--- src/inc/sct_defines.svh ---
// Register offsets, field positions and reset values of the slow clock timer
`ifndef SCT_DEFINES_SVH
`define SCT_DEFINES_SVH
`define SCT_ADDR_W        16
`define SCT_OFF_CLKCTL    16'h5065
`define SCT_OFF_CTL       16'h50C0
`define SCT_OFF_CNT       16'h50C1
`define SCT_OFF_CMP       16'h50C2
`define SCT_OFF_IMSK      16'h50C3
`define SCT_OFF_IFLG      16'h50C4
`define SCT_OFF_DUTY      16'h50C5
`define SCT_BIT_GATE      0
`define SCT_BIT_DIV_LO    1
`define SCT_BIT_DIV_HI    3
`define SCT_BIT_RUN       0
`define SCT_BIT_MODE      1
`define SCT_BIT_CLR       4
`define SCT_BIT_IE        0
`define SCT_BIT_IF        0
`define SCT_DIV_MAX       3'h5
`define SCT_DIV_RST       3'h0
`define SCT_CMP_RST       8'h00
`define SCT_DUTY_RST      8'h00
`define SCT_PRE_W         5
`endif

--- src/inc/sct_pkg.sv ---
// Types of the slow clock timer
package sct_pkg;
    // Register bus request
    typedef struct packed {
        logic [15:0] addr;
        logic [7:0]  wdata;
        logic        wr;
        logic        rd;
    } sct_bus_t;
    // Whole state of the timer
    typedef struct packed {
        logic [2:0] div_sel;
        logic       gate;
        logic       mode;
        logic       run;
        logic [7:0] cnt;
        logic [7:0] cmp;
        logic [7:0] duty;
        logic       ie;
        logic       flag;
        logic [4:0] pre;
        logic       osc_q;
        logic       pwm;
        logic       pin;
        logic       irq;
        logic       match;
        logic [7:0] rdata;
    } sct_state_t;
endpackage : sct_pkg

--- src/logic/sct_timer.sv ---
// Slow clock 8-bit compare / PWM timer with byte register port
// How it works
// - Divide slow clock by 1..32 per select
// - Gate bit blocks or passes count clock
// - Repeat mode: match clears counter, continues
// - One-shot mode: match clears, then stops
// - In halt, one-shot does not stop
// - Writing clear bit forces counter zero
// - Compare register resets zero, match clears
// - Match period is compare plus one ticks
// - Run bit starts/stops, counter retained
// - Run with clear: clear then count
// - PWM high above duty, low after compare
// - Duty above compare keeps PWM low
// - Match sets flag, flag and enable interrupt
// - Pin carries PWM only when routed
// - Clock control: divider D3-1, gate D0
// - Eight-bit up-counter compared twice
// - Clear bit write-only, reads zero
//
// Our own choice: strobed register access.
`timescale 1ns/10ps
`include "sct_defines.svh"

module sct_timer
(
    input  wire logic        ref_clk,      // System clock, 100 MHz
    input  wire logic        rst,          // Asynchronous reset, high
    input  wire logic        osc_clk,      // Slow oscillator, sampled
    input  wire logic        cpu_halt,     // Processor in halt state
    input  wire logic        pin_sel_pwm,  // Port routes timer to pin
    input  wire logic        gpio_out,     // GPIO value for shared pin
    input  wire logic [15:0] bus_addr,     // Register address
    input  wire logic [7:0]  bus_wdata,    // Write data
    input  wire logic        bus_wr,       // Write strobe
    input  wire logic        bus_rd,       // Read strobe
    output logic      [7:0]  bus_rdata,    // Read data, cycle after rd
    output logic             pwm_output_pin, // Shared pin level
    output logic             irq,          // Interrupt request
    output logic             match_pulse   // One-cycle compare match
);

    // ------------------------------------------------------------
    // State registers
    // ------------------------------------------------------------
    sct_pkg::sct_state_t st_r;    // Current state
    sct_pkg::sct_state_t st_nxt;  // Next state
    sct_pkg::sct_bus_t   bus;     // Bundled bus request

    logic       osc_rise;         // Rising edge of slow clock
    logic       tick;             // Divided, gated count tick
    logic       match_now;        // Counter equals compare value
    logic       wr_ctl;           // Write to timer control
    logic       stop_one;         // One-shot stop at match
    logic [4:0] pre_inc;          // Prescaler plus one

    assign bus = '{addr: bus_addr, wdata: bus_wdata,
                   wr: bus_wr, rd: bus_rd};

    // Divider tap: one tick per 2^sel slow edges, 32 for sel 5 to 7
    function automatic logic div_tap(input logic [2:0] sel,
                                     input logic [4:0] pre);
        logic [4:0] mask;
        mask = 5'h00;
        case (sel)
            3'h0:    mask = 5'h00;
            3'h1:    mask = 5'h01;
            3'h2:    mask = 5'h03;
            3'h3:    mask = 5'h07;
            3'h4:    mask = 5'h0F;
            default: mask = 5'h1F;
        endcase
        div_tap = ((pre & mask) == mask);
    endfunction : div_tap

    // ------------------------------------------------------------
    // Next-state logic
    // ------------------------------------------------------------
    always_comb
    begin
        st_nxt   = st_r;
        osc_rise = osc_clk & ~st_r.osc_q;
        st_nxt.osc_q = osc_clk;
        pre_inc  = st_r.pre + 5'h01;
        // Gate low holds the divider idle to save power
        tick = st_r.gate & osc_rise
             & div_tap(st_r.div_sel, st_r.pre);
        if (!st_r.gate)
        begin
            st_nxt.pre = 5'h00;
        end
        else if (osc_rise)
        begin
            st_nxt.pre = pre_inc;
        end
        match_now = (st_r.cnt == st_r.cmp);
        wr_ctl    = bus.wr && (bus.addr == `SCT_OFF_CTL);
        stop_one  = st_r.mode && !cpu_halt;
        st_nxt.match = 1'b0;

        // Counting on ticks while running
        if (st_r.run && tick)
        begin
            if (match_now)
            begin
                st_nxt.cnt   = 8'h00;
                st_nxt.match = 1'b1;
                st_nxt.flag  = 1'b1;
                if (stop_one)
                begin
                    st_nxt.run = 1'b0;
                end
            end
            else
            begin
                st_nxt.cnt = st_r.cnt + 8'h01;
            end
        end

        // PWM: rise past duty, fall at compare clear
        if (st_r.run && tick)
        begin
            if (match_now)
            begin
                st_nxt.pwm = 1'b0;
            end
            else if (st_r.cnt == st_r.duty
                     && st_r.duty <= st_r.cmp)
            begin
                st_nxt.pwm = 1'b1;
            end
        end
        if (st_r.duty > st_r.cmp)
        begin
            st_nxt.pwm = 1'b0;
        end

        // Register writes
        if (bus.wr)
        begin
            unique case (bus.addr)
                `SCT_OFF_CLKCTL:
                begin
                    st_nxt.gate    = bus.wdata[`SCT_BIT_GATE];
                    st_nxt.div_sel =
                        bus.wdata[`SCT_BIT_DIV_HI:`SCT_BIT_DIV_LO];
                end
                `SCT_OFF_CTL:
                begin
                    st_nxt.mode = bus.wdata[`SCT_BIT_MODE];
                    st_nxt.run  = bus.wdata[`SCT_BIT_RUN];
                    if (bus.wdata[`SCT_BIT_CLR])
                    begin
                        st_nxt.cnt = 8'h00;
                        st_nxt.pwm = 1'b0;
                    end
                end
                `SCT_OFF_CMP:  st_nxt.cmp  = bus.wdata;
                `SCT_OFF_IMSK: st_nxt.ie   = bus.wdata[`SCT_BIT_IE];
                `SCT_OFF_IFLG:
                begin
                    // A match in the same cycle keeps the flag set
                    if (bus.wdata[`SCT_BIT_IF] && !st_nxt.match)
                    begin
                        st_nxt.flag = 1'b0;
                    end
                end
                `SCT_OFF_DUTY: st_nxt.duty = bus.wdata;
                default: ;
            endcase
        end

        // Register reads, reserved bits zero
        st_nxt.rdata = 8'h00;
        if (bus.rd)
        begin
            unique case (bus.addr)
                `SCT_OFF_CLKCTL:
                    st_nxt.rdata = {4'h0, st_r.div_sel, st_r.gate};
                `SCT_OFF_CTL:
                    st_nxt.rdata = {6'h00, st_r.mode, st_r.run};
                `SCT_OFF_CNT:  st_nxt.rdata = st_r.cnt;
                `SCT_OFF_CMP:  st_nxt.rdata = st_r.cmp;
                `SCT_OFF_IMSK: st_nxt.rdata = {7'h00, st_r.ie};
                `SCT_OFF_IFLG: st_nxt.rdata = {7'h00, st_r.flag};
                `SCT_OFF_DUTY: st_nxt.rdata = st_r.duty;
                default:       st_nxt.rdata = 8'h00;
            endcase
        end

        st_nxt.irq = st_nxt.flag & st_nxt.ie;
        // Shared pin defaults to GPIO
        st_nxt.pin = pin_sel_pwm ? st_nxt.pwm : gpio_out;
    end

    // ------------------------------------------------------------
    // State register
    // ------------------------------------------------------------
    always_ff @(posedge ref_clk or posedge rst)
    begin
        if (rst)
        begin
            st_r         <= '0;
            st_r.div_sel <= `SCT_DIV_RST;
            st_r.cmp     <= `SCT_CMP_RST;
            st_r.duty    <= `SCT_DUTY_RST;
        end
        else
        begin
            st_r <= st_nxt;
        end
    end

    assign bus_rdata      = st_r.rdata;
    assign pwm_output_pin = st_r.pin;
    assign irq            = st_r.irq;
    assign match_pulse    = st_r.match;
endmodule : sct_timer

--- config.mk ---
export PLATFORM = sky130hd
export DESIGN_NAME = sct_timer
export DESIGN_NICKNAME = d
export VERILOG_FILES = /design/src/inc/sct_pkg.sv /design/src/logic/sct_timer.sv
export VERILOG_INCLUDE_DIRS = /design/src /design/src/inc
export SDC_FILE = /design/constraint.sdc
export NUM_CORES = 1
export LEC_CHECK = 0
export ABC_AREA = 1
export BUFFER_PORTS_ARGS = -buffer_cell sky130_fd_sc_hd__buf_4
export CORE_AREA = 4 4 90 92
export DETAILED_ROUTE_END_ITERATION = 6
export DIE_AREA = 0 0 94 96
export GPL_TIMING_DRIVEN = 0
export SYNTH_ARGS = -nofsm -noshare
export SYNTH_HDL_FRONTEND = slang
export SYNTH_SLANG_ARGS = --single-unit
--- constraint.sdc ---
create_clock -name ref_clk -period 2.5 [get_ports ref_clk]
set_clock_uncertainty 0.1 [all_clocks]
set_input_delay 0.625 -clock ref_clk [delete_from_list [all_inputs] [get_ports ref_clk]]
set_output_delay 0.625 -clock ref_clk [all_outputs]
set_load 0.01 [all_outputs]
==> results of run 1 <==
## cells in the final DEF (no fill, tap or decap), types with 10 or more instances in the layout
cell,Yosys,final
nand3_1,24,24
inv_2,10,11
dfrtp_1,50,50
nand2_1,123,123
o21ai_1,14,14
a21oi_1,11,11
ha_1,10,10
inv_1,61,60
buf_4,9,51
nor2_1,62,62
## power by group through the flow
stage | clock [mW] | combinational (mW) | sequential, mW
finish | 0.469 | 0.0961 | 0.810
global route | 0.514 | 0.108 | 0.811
CTS | 0.490 | 0.0987 | 0.810
detailed placement | 0 | 0.0985 | 0.826
global placement | 0 | 0.0932 | 0.827
floorplan | 0 | 0.0390 | 0.827
## layout make-up
class | count | area [um2] | area share
Sequential cell | 50 | 1250 | 0.333
Tap cell | 99 | 124 | 0.0330
Timing Repair Buffer | 43 | 335 | 0.0893
Inverter | 71 | 267 | 0.0710
Clock buffer | 5 | 68.8 | 0.0183
Multi-Input combinational cell | 310 | 1600 | 0.425
Clock inverter | 2 | 15.0 | 0.00400
Buffer | 13 | 100 | 0.0266
## per-layer routing
layer / track usage / vias up
li1: - / 1479
met1: 0.240 / 1346
met2: 0.343 / 54
met3: 0.0305 / 14
met4: 0.0710 / 0
met5: 0 / -
## worst max-delay path: stages
cell and delay, ps:
buf_4 110, nor2_1 210, inv_1 90, nor2_1 140
nand3_1 330, inv_1 160, nand2_1 70, o211ai_1 100
nor2_1 90, nor2_1 80
## cells by family after synthesis
| family | Yosys count | synth area share |
|---|---|---|
| AOI/OAI and AO/OA | 51 | 0.0946 |
| xor gates and xnor gates | 2 | 0.00545 |
| adders and majority gates | 10 | 0.0389 |
| buffers and inverters | 84 | 0.114 |
| DFF | 50 | 0.389 |
| and+or+nand+nor | 247 | 0.357 |
## registers in the layout, summed over array words and instances, names as in the netlist
signal,flops
bus_rdata,8
irq,1
match_pulse,1
st_r,39
pwm_output_pin,1
## metrics by stage
stage,setup TNS [ps],setup slack (ps),util,instances
floorplan,0,574,-,444
global placement,-10880,-219,0.506,585
detailed placement,0,293,0.509,586
global route,0,419,0.521,593
finish,0,632,0.521,593
CTS,0,628,0.521,593
## path summary, 6_finish.rpt
| path | start | end | slack, ps | cells past startpoint |
|---|---|---|---|---|
| worst min-delay path | rst | st_r[46] | 200 | 2 |
| worst max register to register | st_r[41] | st_r[39] | 690 | 11 |
| min in group ref_clk | osc_clk | st_r[12] | 340 | 1 |
| worst min register to register | st_r[49] | st_r[49] | 410 | 2 |
| worst max-delay path | bus_addr[3] | bus_rdata[3] | 630 | 10 |
| max in group asynchronous | rst | bus_rdata[0] | 1590 | 3 |
==> reports/qor.yml, run 1 <==
outcome: "complete, no violations"
rows: 31
switching_share: 0.241
firstDrtPassIters: 4
path_clk_slew_ps: 100
fin_nets: 536
globalplace.congestion: 0.852
drive_gt1_frac: 0.215
viasPerCell: 4.88
cts_root_buf: "clkbuf_8"
synth.distinct_cells: 33
finalSetupViolCount: 0
synth.avg_cell_area_um2: 7.24
tightest_slew_ps: 411
cp_max_fo: 7
drc: 0
cts_setup_buffers: 0
die_y_um: 96
ir_worst_vdd_mv: 0.229
cts.repair.resized: 0
cp.arrival_ps: 2020
cts_sinks: 50
synth_area_leaders: "dfrtp_1, nand2_1, nor2_1, inv_1, ha_1"
synth_commonest_cells: "nand2_1, nor2_1, inv_1, dfrtp_1, nand3_1"
slew_headroom: 0.725
rsz0062_at_grt: "false"
cts_tree: "yes"
met3_length_um: 337
antenna_found_initial: 0
placed_area_um2: 3670
worstSetupPathType: "input port to flip-flop"
grt_usage: 0.194
seqPwrFrac: 0.589
num_io_pins: 43
required_ps: 2650
drt-met1-wl_um: 3380
die-area_um2: 9020
core_area_um2: 7210
p_sw_mw: 0.332
first_iter_violations: 129
synth_top_area_frac: 0.389
yosys.cell_count.top_type: "nand2_1"
cap_viol_max_count: 0
die_x_um: 94
worstSetupEndpointType: "flip-flop"
post-route-period-util: 0.747
start_util: 0.445
nFillCells: 746
wire_per_inst_um: 13.2
synthCells: 444
hold_violations: 0
clk_path_buf_depth: 2
antenna_cells: 0
numCtsBuffers: 5
grt_start_max_net_pins: 35
async_flop_share: 1.00
leakage_nw: 1.94
ys_seq_area_frac: 0.389
total_power_mw: 1.38
vias: 2893
antenna_left: 0
worst_skew_pair.late_latency_ps: 310
cts_htree_levels: 2
grt-ovfl-total: 0
place_hpwl_um: 6140
pwr-share-comb: 0.070
power_density_nw_per_um2: 366
holdBufCountCts: 0
whs_ps: 196
syn-num-nets: 486
highest-signal-layer: "met4"
grt_pass1_wl_um: 13600
synth_area_um2: 3210
yosysWarnings: 0
wl_met2_um: 3970
start_kind: "input port"
hold_path.class: "input port to asynchronous set/reset pin"
timing.fmax_mhz: 535
grt_pass1_vias: 2949
fin_area_um2: 3760
syn_to_final_growth_pct: 16.9
synth_seq_cells: 50
synth_edf_count: 0
p_int_mw: 1.04
yosys_most_used_dff: "dfrtp_1"
finalCriticalPeriod_ps: 1870
synth_largest_area_cell: "dfrtp_1"
drv_slew: 0
wirelength_um: 7860
p_clk_frac: 0.341
io_buffer_count: 42
Note: power is estimated with default switching activity, not from simulation.
==> run 2, diff against run 1 <==
Settings changed: PLACE_DENSITY from default to 0.66.
Clock period 2.5 ns to 1.7 ns, I/O delays scaled along.
==> reports/qor.yml, run 2 (synthesis gave the netlist of run 1 again) <==
outcome: "complete, no violations"  # unchanged
r2r-end: "st_r[11]"  # was st_r[39]
grt-ovfl-total: 0  # unchanged
numCtsBuffers: 5  # unchanged
mostFrequentLayoutCells: "nand2_1, buf_4, nor2_1"  # was nand2_1, nor2_1, inv_1
cts_sinks: 50  # unchanged
die-area_um2: 9020  # unchanged
first_iter_violations: 145  # was 129
core_area_um2: 7210  # unchanged
hold_violations: 0  # unchanged
drive_gt1_frac: 0.288  # was 0.215
leakage_nw: 2.02  # was 1.94 nW
crit_path_max_incr_delay_ps: 380  # was 330 ps
grt_usage: 0.191  # was 0.194
largest_register_ffs: 39  # unchanged
viasPerCell: 4.88  # about the same
cts_tree: "yes"  # unchanged
drc: 0  # unchanged
finalCriticalPeriod_ps: 1640
worstSetupPathType: "flip-flop to flip-flop"  # was input port to flip-flop
drv_slew: 0  # unchanged
antenna_found_initial: 0  # unchanged
hold_path.class: "input port to flip-flop"  # was input port to asynchronous set/reset pin
antenna_left: 0  # unchanged
vias: 2969  # was 2,893
min_to: "st_r[12]"
nFillCells: 752  # was 746
cap_viol_max_count: 0  # unchanged
cp_cell_sequence: "inv_2 > nand2_4 > nor2_4 > nand2_2 > nor2_4 > nand3_4 > nor2_4 > nor2_4 > and3_4"  # was buf_4 > nor2_1 > inv_1 > nor2_1 > nand3_1 > inv_1 > nand2_1 > o211ai_1 > nor2_1 > nor2_1
path_common_cell: "nor2_4"  # was nor2_1
placed_area_um2: 3660  # was 3670 um2
post-route-period-util: 0.963
syn_to_final_growth_pct: 23.7  # was 16.9%
final_common_cell: "nand2_1"  # unchanged
fin_area_um2: 3980  # was 3760 um2
utilization: 0.551  # was 0.521
total_power_mw: 2.19  # was 1.38 mW
required_ps: 1820  # was 2650 ps
worstSetupEndpointType: "flip-flop"  # unchanged
rr_startpoint: "st_r[12]"  # was st_r[41]
rows: 31  # unchanged
min_path_cells: 1
setup_ws_ps: 62.2  # was 632 ps
globalplace.congestion: 0.914  # was 0.852
cts_root_buf: "clkbuf_8"  # unchanged
slew_headroom: 0.273  # was 0.725
io_buffer_count: 42  # unchanged
firstDrtPassIters: 4  # unchanged
finalSetupViolCount: 0  # unchanged
cp_max_fo: 7  # unchanged
grt_pass1_wl_um: 13200  # was 13,600 um
grt_pass1_vias: 2850  # was 2,949
timing.fmax_mhz: 611
start_kind: "flip-flop"  # was input port
grt_start_max_net_pins: 51  # was 35
r2r_slack_ps: 60  # was 690 ps
min_from: "osc_clk"
place_hpwl_um: 6200  # was 6140 um
tightest_slew_ps: 1090  # was 411 ps
die_y_um: 96  # unchanged
pre_cts_slack_ps: -260  # was 293 ps
reg2reg_depth: 9  # was 11
power_density_nw_per_um2: 551  # was 366 nW/um2
die_x_um: 94  # unchanged
num_io_pins: 43  # unchanged
whs_ps: 145  # was 196 ps
ir_worst_vdd_mv: 0.393  # was 0.229 mV
path_clk_slew_ps: 90  # was 100 ps
holdBufCountCts: 0  # unchanged
cp.arrival_ps: 1750  # was 2020 ps
wire_per_inst_um: 13.3  # was 13.2 um
rsz0062_at_grt: "true"  # was false
start_util: 0.445  # unchanged
fin_nets: 551  # was 536
wirelength_um: 8120  # was 7860 um
cts_htree_levels: 2  # unchanged
slowest_stage: "dfrtp_1"  # was nand3_1
clk_path_buf_depth: 2  # unchanged
worst_skew_pair.late_latency_ps: 320  # was 310 ps
top_register: "st_r"  # unchanged
antenna_cells: 0  # unchanged
-- run 2: worst max path at each step --
| stage | from | to |
|---|---|---|
| 2_1_floorplan | bus_addr[9] | st_r[24] |
| 3_3_place_gp | bus_addr[9] | bus_rdata[3] |
| 3_5_place_dp | bus_addr[9] | bus_rdata[3] |
| 4_1_cts | st_r[29] | st_r[11] |
| 5_1_grt | st_r[12] | st_r[40] |
| 6_report | st_r[12] | st_r[11] |
-- run 2: cell type report --
| cell class | instances | area [um2] | share of cell area |
|---|---|---|---|
| multi-input combinational | 310 | 1670 | 0.421 |
| inverter | 71 | 273 | 0.0686 |
| sequential | 50 | 1250 | 0.316 |
| buffer | 13 | 106 | 0.0268 |
| tap | 99 | 124 | 0.0312 |
| clock inverter | 2 | 37.5 | 0.00944 |
| timing repair buffer | 58 | 435 | 0.110 |
| clock buffer | 6 | 72.6 | 0.0183 |
-- run 2: power by group --
| group | internal [mW] | leakage [nW] | switching (mW) |
|---|---|---|---|
| sequential | 1.19 | 0.671 | 0.00105 |
| combinational | 0.0626 | 1.30 | 0.0815 |
| clock | 0.439 | 0.0514 | 0.415 |
-- run 2: through the flow --
step / TNS (ps) / instances
floorplan: 0 / 444
CTS: 0 / 594
finish: 0 / 609
global placement: -5760 / 585
global route: -502 / 609
detailed placement: -6230 / 585
-- run 2: per-layer routing --
layer  vias up  track usage  routed length [um]
met3        16       0.0297                 327
met5         -            0                   0
met1      1377        0.227                3420
met4         0       0.0770                 193
met2        64        0.345                4180
li1       1512            -                   -
-- run 2: critical path, delay by kind of cell (launching register included) --
kind / cells / cell delay (ps)
AND/OR/NAND/NOR: 8 / 990
flip-flops: 1 / 380
buffers and inverters: 1 / 80
-- run 2: timing repair --
action                     CTS  global route
setup endpoints to repair    8            18
gates cloned                 0             0
pin swaps                    1            13
setup buffers                1            15
gates resized for setup      7            26
==> run 3, diff against run 2 <==
Settings changed: CORE_AREA 4 4 90 92 to 4 4 100 83, DIE_AREA 0 0 94 96 to 0 0 104 87.
==> reports/qor.yml, run 3 (synthesis gave the netlist of run 1 again) <==
viasPerCell: 4.89  # was 4.88
power_density_nw_per_um2: 527  # was 551 nW/um2
mostFrequentLayoutCells: "nand2_1, buf_4, nor2_1"  # unchanged
numCtsBuffers: 5  # unchanged
syn_to_final_growth_pct: 24.4  # was 23.7%
cp_cell_sequence: "inv_1 > nand2_1 > nand2_1 > nor2_1 > nand2_1 > nor2_1 > nand3_1 > nand2_1 > nand4_1 > nand2_1"  # was inv_2 > nand2_4 > nor2_4 > nand2_2 > nor2_4 > nand3_4 > nor2_4 > nor2_4 > and3_4
die_y_um: 87  # was 96 um
drv_slew: 0  # unchanged
grt_usage: 0.180  # was 0.191
cp_max_fo: 6  # was 7
fin_tns_setup_ps: 0  # unchanged
cts_tree: "yes"  # unchanged
place_hpwl_um: 5960  # was 6200 um
slowest_stage: "dfrtp_1"  # unchanged
ir_worst_vdd_mv: 0.281  # was 0.393 mV
leakage_nw: 2.04  # was 2.02 nW
fin_area_um2: 4000  # was 3980 um2
io_buffer_count: 42  # unchanged
die-area_um2: 9050  # was 9020 um2
rsz0062_at_grt: "true"  # unchanged
outcome: "complete, no violations"  # unchanged
post-route-period-util: 0.953  # was 0.963
holdBufCountCts: 0  # unchanged
finalSetupViolCount: 0  # unchanged
hold_path.class: "input port to flip-flop"  # unchanged
cts_sinks: 50  # unchanged
grt_pass1_vias: 2752  # was 2,850
first_iter_violations: 167  # was 145
grt-ovfl-total: 0  # unchanged
min_from: "osc_clk"  # unchanged
drive_gt1_frac: 0.298  # was 0.288
rr_startpoint: "st_r[36]"  # was st_r[12]
cp.arrival_ps: 1770  # was 1750 ps
fin_nets: 554  # was 551
grt_pass1_wl_um: 13200  # about the same
finalCriticalPeriod_ps: 1620  # was 1640 ps
antenna_cells: 0  # unchanged
final_common_cell: "nand2_1"  # unchanged
worstSetupPathType: "flip-flop to flip-flop"  # unchanged
crit_path_max_incr_delay_ps: 490  # was 380 ps
vias: 2949  # was 2,969
place_inst: 576  # was 585
start_util: 0.441  # was 0.445
slew_headroom: 0.276  # was 0.273
wire_per_inst_um: 13.2  # was 13.3 um
placed_area_um2: 3640  # was 3660 um2
firstDrtPassIters: 5  # was 4
drc: 0  # unchanged
cap_viol_max_count: 0  # unchanged
endpoint: "pwm_output_pin"  # was st_r[11]
timing.fmax_mhz: 617  # was 611 MHz
top_register: "st_r"  # unchanged
wirelength_um: 7960  # was 8120 um
globalplace.congestion: 0.874  # was 0.914
fin_cells: 603  # was 609
rows: 28  # was 31
r2r_slack_ps: 80  # was 60 ps
r2r-end: "pwm_output_pin"  # was st_r[11]
start_kind: "flip-flop"  # unchanged
core_area_um2: 7290  # was 7210 um2
hold_violations: 0  # unchanged
path_clk_slew_ps: 100  # was 90 ps
worstSetupEndpointType: "flip-flop"  # unchanged
num_io_pins: 43  # unchanged
required_ps: 1850  # was 1820 ps
clk_path_buf_depth: 2  # unchanged
path_common_cell: "nand2_1"  # was nor2_4
worst_skew_pair.late_latency_ps: 310  # was 320 ps
grt_start_max_net_pins: 51  # unchanged
cts_root_buf: "clkbuf_8"  # unchanged
cts_htree_levels: 2  # unchanged
whs_ps: 156  # was 145 ps
nFillCells: 702  # was 752
tightest_slew_ps: 1080  # was 1090 ps
reg2reg_depth: 10  # was 9
largest_register_ffs: 39  # unchanged
setup.worst_path.start: "st_r[36]"  # was st_r[12]
utilization: 0.548  # was 0.551
antenna_left: 0  # unchanged
die_x_um: 104  # was 94 um
antenna_found_initial: 0  # unchanged
[run 3: cell types whose count changed in the layout (fill, tap and decap cells not counted), sizes merged]
cell,previous run,this run
buf,71,73
bufinv,1,0
nor2,72,73
clkinv,0,2
clkinvlp,2,1
[run 3: repair_timing]
| action | CTS | global route |
|---|---|---|
| resized for setup | 5 | 31 |
| setup buffers | 1 | 17 |
| pin swaps | 1 | 10 |
| endpoints found under the setup margin | 8 | 17 |
| cloned | 0 | 1 |
[run 3: worst min-delay path by stage]
stage,depth (start not counted),to,slack (ps)
floorplan,0,st_r[12],360
global placement,2,st_r[49],380
detailed placement,2,st_r[49],380
CTS,1,st_r[12],130
global route,1,st_r[12],130
finish,1,st_r[12],160
[run 3: final cells by class]
cell class	count	area, um2	share of cell area
timing repair buffer	60	450	0.113
multi-input combinational	311	1700	0.425
sequential	50	1250	0.314
clock inverter	2	17.5	0.00438
inverter	71	270	0.0676
tap	90	113	0.0282
clock buffer	6	82.6	0.0207
buffer	13	110	0.0276
[run 3: per-stage QoR]
stage                     total power, mW  setup slack, ps
after floorplan                      1.27             85.9
after global placement               1.35             -216
after CTS                            2.13             10.3
after detailed placement             1.36             -255
after global routing                 2.21            -26.6
final                                2.11             79.6
[run 3: metal layers]
metal,vias up,part of all wire,GRT usage
met3,2,0.053,0.0348
met4,0,0.0069,0.0374
met5,-,0,0
li1,1516,-,-
met1,1354,0.50,0.264
met2,77,0.44,0.278
[run 3: worst max-delay path: cells and delay by family, from the launching register on]
kind | cells | cell delay, ps
and+or+nand+nor | 9 | 810
DFF | 1 | 490
buffers and inverters | 1 | 150
[run 3: where the power goes]
group	total, mW	internal [mW]	leakage (nW)	switching, mW
Clock	0.769	0.336	0.0514	0.433
Combinational	0.146	0.0604	1.32	0.0853
Sequential	1.19	1.19	0.671	0.00109
Total	2.11	1.59	2.04	0.520
